[src/design/ssgi_map.vh]
// Register offsets, field codes and timing counts of the sideband block
`ifndef SSGI_MAP_VH
`define SSGI_MAP_VH

// ----------------------------------------------------------------
// Register offsets
// ----------------------------------------------------------------
`define SSGI_LINK_DETECT_STATUS   8'h0c
`define SSGI_GPIO0_CONFIG         8'h0d
`define SSGI_GPIO1_GPIO2_CONFIG   8'h0e
`define SSGI_GPIO3_CONFIG         8'h0f
`define SSGI_REGIO5_REGIO6_CONFIG 8'h10
`define SSGI_REGIO7_REGIO8_CONFIG 8'h11
`define SSGI_GPIO_INPUT_LEVELS    8'h1c
`define SSGI_REGIO8_INPUT_LEVEL   8'h1d
`define SSGI_INTERRUPT_CONTROL    8'hc6
`define SSGI_IRQ_STATUS           8'hc7

// ----------------------------------------------------------------
// Field positions and codes
// ----------------------------------------------------------------
`define SSGI_IRQ_GLOBAL_EN_BIT    0
`define SSGI_IRQ_REMOTE_EN_BIT    5
`define SSGI_IRQ_REMOTE_ST_BIT    5
`define SSGI_IRQ_LINK_EN_BIT      1
`define SSGI_IRQ_LINK_ST_BIT      1
`define SSGI_CODE_FWD             4'h3
`define SSGI_CODE_BACK            4'h5
`define SSGI_CODE_OUT_L           4'h1
`define SSGI_CODE_OUT_H           4'h9
`define SSGI_CODE_IN              4'h3
`define SSGI_CFG_RESET            8'h00
`define SSGI_ICTL_RESET           8'h00

// ----------------------------------------------------------------
// Timing
// ----------------------------------------------------------------
`define SSGI_PD_MIN_US            3000
`define SSGI_CLK_MHZ              250

`endif

[src/design/ssgi_sideband.v]
// Sideband status, interrupt and GPIO logic of a video-link serializer
// Behaviour
// - Power-down low resets every control register to its default.
// - Any interconnect fault clears link-detect bit 0 of 0x0c.
// - Only one fault flag; no indication of which fault.
// - Active-low irq output for enabled sources set in 0xc6/0xc7.
// - Remote irq input falling with enables set and link detected drives irq low.
// - Reading irq status clears pending interrupt and releases irq.
// - New remote interrupt only on next falling edge of remote input.
// - Remote mirror output follows the remote irq input level.
// - Remote mirror is held high while no link exists.
// - GPIO0..3 nibbles: 0x3 forward channel, 0x5 back channel.
// - Register-only pins 5..8 are register driven or sampled.
// - Register-only mode overrides shared audio inputs.
// - Register-only pin states are never sent across the link.
// - Local nibble 0x1 drives low, 0x9 high, 0x3 input.
// - Register-only nibbles at 0x10 and 0x11, pin 5 lowest.
// - Input levels at 0x1c and 0x1d bit 0.
`timescale 1ns/1ps
`include "ssgi_map.vh"

module ssgi_sideband
(
  input  wire        mclk,
  input  wire        rstn,
  input  wire        clk_en,
  input  wire        power_down_n,
  input  wire        link_fault,
  input  wire        link_up,
  input  wire        remote_irq_in_n,
  input  wire        reg_wr,
  input  wire        reg_rd,
  input  wire [7:0]  reg_addr,
  input  wire [7:0]  reg_wdata,
  output reg  [7:0]  reg_rdata,
  output wire        irq_out_n,
  output wire        remote_irq_mirror,
  input  wire [3:0]  gpio_in,
  output reg  [3:0]  gpio_out,
  output reg  [3:0]  gpio_oe_n,
  input  wire [3:0]  gpio_bc_in,
  output reg  [3:0]  gpio_fc_out,
  input  wire [3:0]  regio_in,
  output reg  [3:0]  regio_out,
  output reg  [3:0]  regio_oe_n,
  input  wire [3:0]  audio_in,
  output wire [3:0]  audio_to_core
);

  // ----------------------------------------------------------------
  // Input synchronisers
  // ----------------------------------------------------------------
  reg  [15:0] s1_r;
  reg  [15:0] s2_r;
  wire [15:0] raw;
  wire        pd_n_s;
  wire        fault_s;
  wire        link_s;
  wire        rem_s;
  wire [3:0]  gpio_s;
  wire [3:0]  regio_s;
  wire [3:0]  audio_s;

  assign raw = {audio_in, regio_in, gpio_in,
                remote_irq_in_n, link_up, link_fault, power_down_n};
  assign pd_n_s  = s2_r[0];
  assign fault_s = s2_r[1];
  assign link_s  = s2_r[2];
  assign rem_s   = s2_r[3];
  assign gpio_s  = s2_r[7:4];
  assign regio_s = s2_r[11:8];
  assign audio_s = s2_r[15:12];

  // Power-down bit resets low so control state stays cleared
  always @(posedge mclk)
  begin
    if (!rstn)
    begin
      s1_r <= 16'hfffe;
      s2_r <= 16'hfffe;
    end
    else if (clk_en)
    begin
      s1_r <= raw;
      s2_r <= s1_r;
    end
  end

  // Reset or synced power-down clears all control state
  wire rst_all;
  assign rst_all = !rstn || !pd_n_s;

  // ----------------------------------------------------------------
  // Control registers
  // ----------------------------------------------------------------
  reg [7:0] gpio0_cfg_r;
  reg [7:0] gpio12_cfg_r;
  reg [7:0] gpio3_cfg_r;
  reg [7:0] regio56_cfg_r;
  reg [7:0] regio78_cfg_r;
  reg [7:0] ictl_r;

  always @(posedge mclk)
  begin
    if (rst_all)
    begin
      gpio0_cfg_r   <= `SSGI_CFG_RESET;
      gpio12_cfg_r  <= `SSGI_CFG_RESET;
      gpio3_cfg_r   <= `SSGI_CFG_RESET;
      regio56_cfg_r <= `SSGI_CFG_RESET;
      regio78_cfg_r <= `SSGI_CFG_RESET;
      ictl_r        <= `SSGI_ICTL_RESET;
    end
    else if (clk_en && reg_wr)
    begin
      case (reg_addr)
        `SSGI_GPIO0_CONFIG:         gpio0_cfg_r   <= reg_wdata;
        `SSGI_GPIO1_GPIO2_CONFIG:   gpio12_cfg_r  <= reg_wdata;
        `SSGI_GPIO3_CONFIG:         gpio3_cfg_r   <= reg_wdata;
        `SSGI_REGIO5_REGIO6_CONFIG: regio56_cfg_r <= reg_wdata;
        `SSGI_REGIO7_REGIO8_CONFIG: regio78_cfg_r <= reg_wdata;
        `SSGI_INTERRUPT_CONTROL:    ictl_r        <= reg_wdata;
        default:                    ictl_r        <= ictl_r;
      endcase
    end
  end

  // ----------------------------------------------------------------
  // Link detect and interrupts
  // ----------------------------------------------------------------
  reg       link_det_r;
  reg       rem_prev_r;
  reg       link_prev_r;
  reg [7:0] isr_r;
  wire      rem_fall;
  wire      link_drop;
  wire      isr_rd;
  wire      rem_en;

  // Single flag for all fault kinds
  always @(posedge mclk)
  begin
    if (rst_all)
      link_det_r <= 1'b0;
    else if (clk_en)
      link_det_r <= link_s && !fault_s;
  end

  assign rem_en = ictl_r[`SSGI_IRQ_GLOBAL_EN_BIT] &&
                  ictl_r[`SSGI_IRQ_REMOTE_EN_BIT];
  assign rem_fall  = rem_prev_r && !rem_s && link_det_r;
  assign link_drop = link_prev_r && !link_det_r;
  assign isr_rd    = reg_rd && (reg_addr == `SSGI_IRQ_STATUS);

  always @(posedge mclk)
  begin
    if (rst_all)
    begin
      rem_prev_r  <= 1'b1;
      link_prev_r <= 1'b0;
      isr_r       <= 8'h00;
    end
    else if (clk_en)
    begin
      rem_prev_r  <= rem_s;
      link_prev_r <= link_det_r;
      // Set wins over read-clear
      isr_r[`SSGI_IRQ_REMOTE_ST_BIT] <= (rem_en && rem_fall) ||
        (isr_r[`SSGI_IRQ_REMOTE_ST_BIT] && !isr_rd);
      isr_r[`SSGI_IRQ_LINK_ST_BIT] <=
        (ictl_r[`SSGI_IRQ_GLOBAL_EN_BIT] &&
         ictl_r[`SSGI_IRQ_LINK_EN_BIT] && link_drop) ||
        (isr_r[`SSGI_IRQ_LINK_ST_BIT] && !isr_rd);
    end
  end

  assign irq_out_n = !(ictl_r[`SSGI_IRQ_GLOBAL_EN_BIT] &&
                       (|isr_r));
  assign remote_irq_mirror = link_det_r ? rem_s : 1'b1;

  // ----------------------------------------------------------------
  // GPIO pins
  // ----------------------------------------------------------------
  wire [15:0] gcfg;
  wire [15:0] rcfg;
  reg  [3:0]  gpio_lvl_r;
  reg  [3:0]  regio_lvl_r;
  integer     i;

  assign gcfg = {gpio3_cfg_r[3:0], gpio12_cfg_r, gpio0_cfg_r[3:0]};
  assign rcfg = {regio78_cfg_r, regio56_cfg_r};

  // Pin drivers and level sampling
  always @(posedge mclk)
  begin
    if (rst_all)
    begin
      gpio_out    <= 4'h0;
      gpio_oe_n   <= 4'hf;
      gpio_fc_out <= 4'h0;
      regio_out   <= 4'h0;
      regio_oe_n  <= 4'hf;
      gpio_lvl_r  <= 4'h0;
      regio_lvl_r <= 4'h0;
    end
    else if (clk_en)
    begin
      gpio_lvl_r  <= gpio_s;
      regio_lvl_r <= regio_s;
      for (i = 0; i < 4; i = i + 1)
      begin
        // Forward mode sends pin to link; back mode drives link value
        gpio_fc_out[i] <= (gcfg[i*4 +: 4] == `SSGI_CODE_FWD) &&
                          gpio_s[i];
        if (gcfg[i*4 +: 4] == `SSGI_CODE_BACK)
        begin
          gpio_out[i]  <= gpio_bc_in[i];
          gpio_oe_n[i] <= 1'b0;
        end
        else if (gcfg[i*4 +: 4] == `SSGI_CODE_OUT_L ||
                 gcfg[i*4 +: 4] == `SSGI_CODE_OUT_H)
        begin
          gpio_out[i]  <= gcfg[i*4 + 3];
          gpio_oe_n[i] <= 1'b0;
        end
        else
        begin
          gpio_out[i]  <= 1'b0;
          gpio_oe_n[i] <= 1'b1;
        end
        // Register-only pins stay local to this side
        if (rcfg[i*4 +: 4] == `SSGI_CODE_OUT_L ||
            rcfg[i*4 +: 4] == `SSGI_CODE_OUT_H)
        begin
          regio_out[i]  <= rcfg[i*4 + 3];
          regio_oe_n[i] <= 1'b0;
        end
        else
        begin
          regio_out[i]  <= 1'b0;
          regio_oe_n[i] <= 1'b1;
        end
      end
    end
  end

  // ----------------------------------------------------------------
  // Shared audio inputs
  // ----------------------------------------------------------------
  wire [3:0] aud_mask;
  reg  [3:0] aud_r;
  genvar     g;

  // Register mode masks the shared audio input
  generate
    for (g = 0; g < 4; g = g + 1)
    begin : g_aud
      assign aud_mask[g] = (rcfg[g*4 +: 4] == `SSGI_CODE_OUT_L ||
                            rcfg[g*4 +: 4] == `SSGI_CODE_OUT_H ||
                            rcfg[g*4 +: 4] == `SSGI_CODE_IN);
    end
  endgenerate

  always @(posedge mclk)
  begin
    if (rst_all)
      aud_r <= 4'h0;
    else if (clk_en)
      aud_r <= audio_s & ~aud_mask;
  end

  assign audio_to_core = aud_r;

  // ----------------------------------------------------------------
  // Read data
  // ----------------------------------------------------------------
  always @(posedge mclk)
  begin
    if (rst_all)
      reg_rdata <= 8'h00;
    else if (clk_en && reg_rd)
    begin
      case (reg_addr)
        `SSGI_LINK_DETECT_STATUS:   reg_rdata <= {7'h00, link_det_r};
        `SSGI_GPIO0_CONFIG:         reg_rdata <= gpio0_cfg_r;
        `SSGI_GPIO1_GPIO2_CONFIG:   reg_rdata <= gpio12_cfg_r;
        `SSGI_GPIO3_CONFIG:         reg_rdata <= gpio3_cfg_r;
        `SSGI_REGIO5_REGIO6_CONFIG: reg_rdata <= regio56_cfg_r;
        `SSGI_REGIO7_REGIO8_CONFIG: reg_rdata <= regio78_cfg_r;
        `SSGI_GPIO_INPUT_LEVELS:
          reg_rdata <= {regio_lvl_r[2:0], 1'b0, gpio_lvl_r};
        `SSGI_REGIO8_INPUT_LEVEL:
          reg_rdata <= {7'h00, regio_lvl_r[3]};
        `SSGI_INTERRUPT_CONTROL:    reg_rdata <= ictl_r;
        `SSGI_IRQ_STATUS:           reg_rdata <= isr_r;
        default:                    reg_rdata <= 8'h00;
      endcase
    end
  end

endmodule

[config.mk]
export PLATFORM = sky130hd
export DESIGN_NAME = ssgi_sideband
export DESIGN_NICKNAME = d
export VERILOG_FILES = /design/src/design/ssgi_sideband.v
export VERILOG_INCLUDE_DIRS = /design/src /design/src/design
export SDC_FILE = /design/constraint.sdc
export NUM_CORES = 1
export LEC_CHECK = 0
export ABC_AREA = 1
export BUFFER_PORTS_ARGS = -buffer_cell sky130_fd_sc_hd__buf_2
export CAP_MARGIN = 40
export CORE_ASPECT_RATIO = 1.25
export CORE_MARGIN = 3
export CORE_UTILIZATION = 30
export CTS_CLUSTER_SIZE = 20
export DETAILED_ROUTE_END_ITERATION = 8
export SETUP_SLACK_MARGIN = 0.05
export SYNTH_ARGS = -nofsm -noshare
export SYNTH_HDL_FRONTEND = slang
export SYNTH_SLANG_ARGS = --single-unit
[constraint.sdc]
create_clock -name mclk -period 1.5 [get_ports mclk]
set_clock_uncertainty 0.2 [all_clocks]
set_input_delay 0.225 -clock mclk [delete_from_list [all_inputs] [get_ports mclk]]
set_output_delay 0.225 -clock mclk [all_outputs]
set_load 0.03 [all_outputs]
==> results.md <==
- Outcome: complete, but fails checks
- Failing checks: negative hold slack
- Placer Congestion: 0.875
- Worst skew pair latency: 0.42 ns
- Io pins: 75
- Die height: 156 um
- IO Port Bufs: 74
- MaxCap Viol Count: 0
- Htree depth: 4
- Fmax: 0.689 GHz
- Design Power: 8.10 mW
- Area contributors post-synth: dfxtp_1 46%, nand2_1 9.8%, nand3_1 8.1%
- Worst Path Max Fanout: 2
- Initial core utilization: 30.8%
- Startpoint types: flip-flop
- Hold WS: -0.0231 ns
- Final core occ: 41.0%
- Sum Neg Setup Slack: 0 ns
- FP Rows: 54
- Clock sinks: 125
- CTS root buffer: clkbuf_16
- #FFs+latches synth: 125
- Worst Hold Class: primary input to flip-flop
- Vias in the first global route: 4,937
- Peak VDD IR: 0.700 mV
- Vias per cell: 4.80
- ANT nets after route: 0
- Reg clk slew, reported paths: 0.05 ns
- Finished Cell Area: 0.00717 mm^2
- DR iter-0 viols: 337
- Nets: 878
- Final Hold Vio Count: 2
- Avg Cell Area, Syn: 7.60 um^2
- Synth area leader: dfxtp_1
- Syn Nets: 749
- Drt pass-1 iters: 7
- GRT overflow: 0
- Post-Synthesis Cells: 708
- CTS tree: yes
- Layout cells sized above 1: 22.6%
- Yosys cell types: 32
- Routed WL per cell: 15.1 um
- Clk buf depth: 2
- Unrepaired setup endpoints after global routing: yes
- Hold_sp: rstn
- ANT cells: 0
- Worst-margin pin slew: 0.307 ns
- WP data required: 1.07 ns
- Synth Flop Type: dfxtp_1
- Kind of critical path: flip-flop to output pin
- Post-synthesis async set-or-reset flop share: 0%
- R2r startpoint: s2_r[0]
- Die W: 126 um
- Most numerous cell in the Yosys netlist: nand2_1
- Pin count of the biggest net entering global routing: 52
- Ys Warns: 0
- First-pass GRT wire length: 25,900 um
- Fin crit share: 96.7%
- Post-DP Area: 0.00620 mm^2
- Antenna violations before repair: 0
- Synth-to-layout area growth: 33.2%
- Fin. max-slew vios: 0
- Dpl hpwl: 11,500 um
- Synth top cells by count: 141 x nand2_1, 125 x dfxtp_1, 87 x nand3_1
- Core ar.: 0.0175 mm^2
- Setup crit end kind: output pin
- Die area: 0.0196 mm^2
- Vias post-DR: 5,152
- # setup viols final: 0
- Minimum clock period: 1.45 ns
- Drt total wl: 16,200 um
- Max transition margin: 79.5%
- Critical Path AT: 1.03 ns
- TritonCTS Buffers: 17
- EDFF count, synth: 0
- Pwr dens: 1130 mW/mm^2
- Sequential-to-total area share from yosys stat: 46.5%
- Crit. Startpoint: isr_r[5]
- Netlist Area Pre-Place: 0.00538 mm^2
- Leak: 3.01 nW
- GRT Total Usage: 16.6%
- Post-detailed-route DRC marker count: 0
- Synth top area share: 46.5%
==> path summary, 6_finish.rpt <==
check	end	slack [ns]	cells past startpoint
setup / recovery	irq_out_n	0.05	2
setup reg to reg	regio_out[1]	0.17	3
hold reg to reg	ictl_r[6]	0.25	2
hold / removal	s1_r[2]	-0.02	3
==> routing by layer <==
metal	global-route usage [%]	share of wire, %	wire [um]
met1	21.2	45	7300
met2	27.1	47	7540
met3	3.90	5.7	922
met4	7.00	2.6	427
met5	0	0	0
==> layout make-up <==
cell class                 instances  area [um^2]
sequential                       125         2510
timing repair buffer             144         1090
fill                            1806        10300
inverter                          70          272
multi-input combinational        479         2430
clock inverter                     6         82.6
tap                              224          280
clock buffer                      26          499
==> registers in the layout (all words and copies together), names as in the netlist, 8 cells and up <==
register and count:
reg_rdata 8, s1_r 16, ictl_r 8, gpio3_cfg_r 8
gpio12_cfg_r 8, regio78_cfg_r 8, regio56_cfg_r 8, s2_r 16
gpio0_cfg_r 8
==> cell usage in the layout (no fill, tap or decap), types with 6 or more instances in the layout <==
master / instances
nand4_1: 6
nand3_1: 87
dlygate4sd3_1: 29
nor2_1: 48
nand2_4: 10
dfxtp_1: 121
buf_4: 33
inv_2: 10
inv_1: 55
buf_2: 70
o21ai_0: 54
a21oi_1: 79
buf_12: 7
o21ai_1: 17
nand2_1: 139
nor2_8: 6
clkbuf_16: 18
==> what timing repair did <==
| action | in CTS | in global routing |
|---|---|---|
| buffers inserted | 2 | 2 |
| pin swaps | 1 | 0 |
| cloned | 0 | 1 |
| hold buffers | 31 | 1 |
| endpoints found under the setup margin | 3 | 55 |
| hold endpoints to repair | 33 | 1 |
| gates resized for setup | 13 | 9 |
==> worst max-delay path, stage by stage, from the launching register on <==
cell	delay [ns]
dfxtp_2	0.32
o21ai_2	0.15
buf_6	0.15
==> cells by family (layout without fill, tap and decap cells) <==
kind of cell | Yosys count | in the layout | share of synthesized area (%)
AOI/OAI and AO/OA | 166 | 166 | 16.3
DFF | 125 | 125 | 46.5
and+or+nand+nor | 313 | 313 | 28.7
buffers and inverters | 104 | 246 | 8.55
==> stage by stage <==
| step | setup slack [ns] | cells |
|---|---|---|
| after floorplan | 0.0787 | 708 |
| after global placement | -0.151 | 1008 |
| after detailed placement | -0.160 | 1008 |
| after CTS | 0.0197 | 1073 |
| after global routing | 0.0113 | 1074 |
| final | 0.0496 | 1074 |
==> where the power goes <==
part | switching, mW | internal, mW | leakage, nW | total (mW)
clock network | 1.43 | 2.61 | 0.284 | 4.04
registers | 0.0417 | 3.40 | 1.02 | 3.44
logic | 0.366 | 0.258 | 1.70 | 0.624
total | 1.83 | 6.27 | 3.01 | 8.10
(Power assumes the default switching activity.)
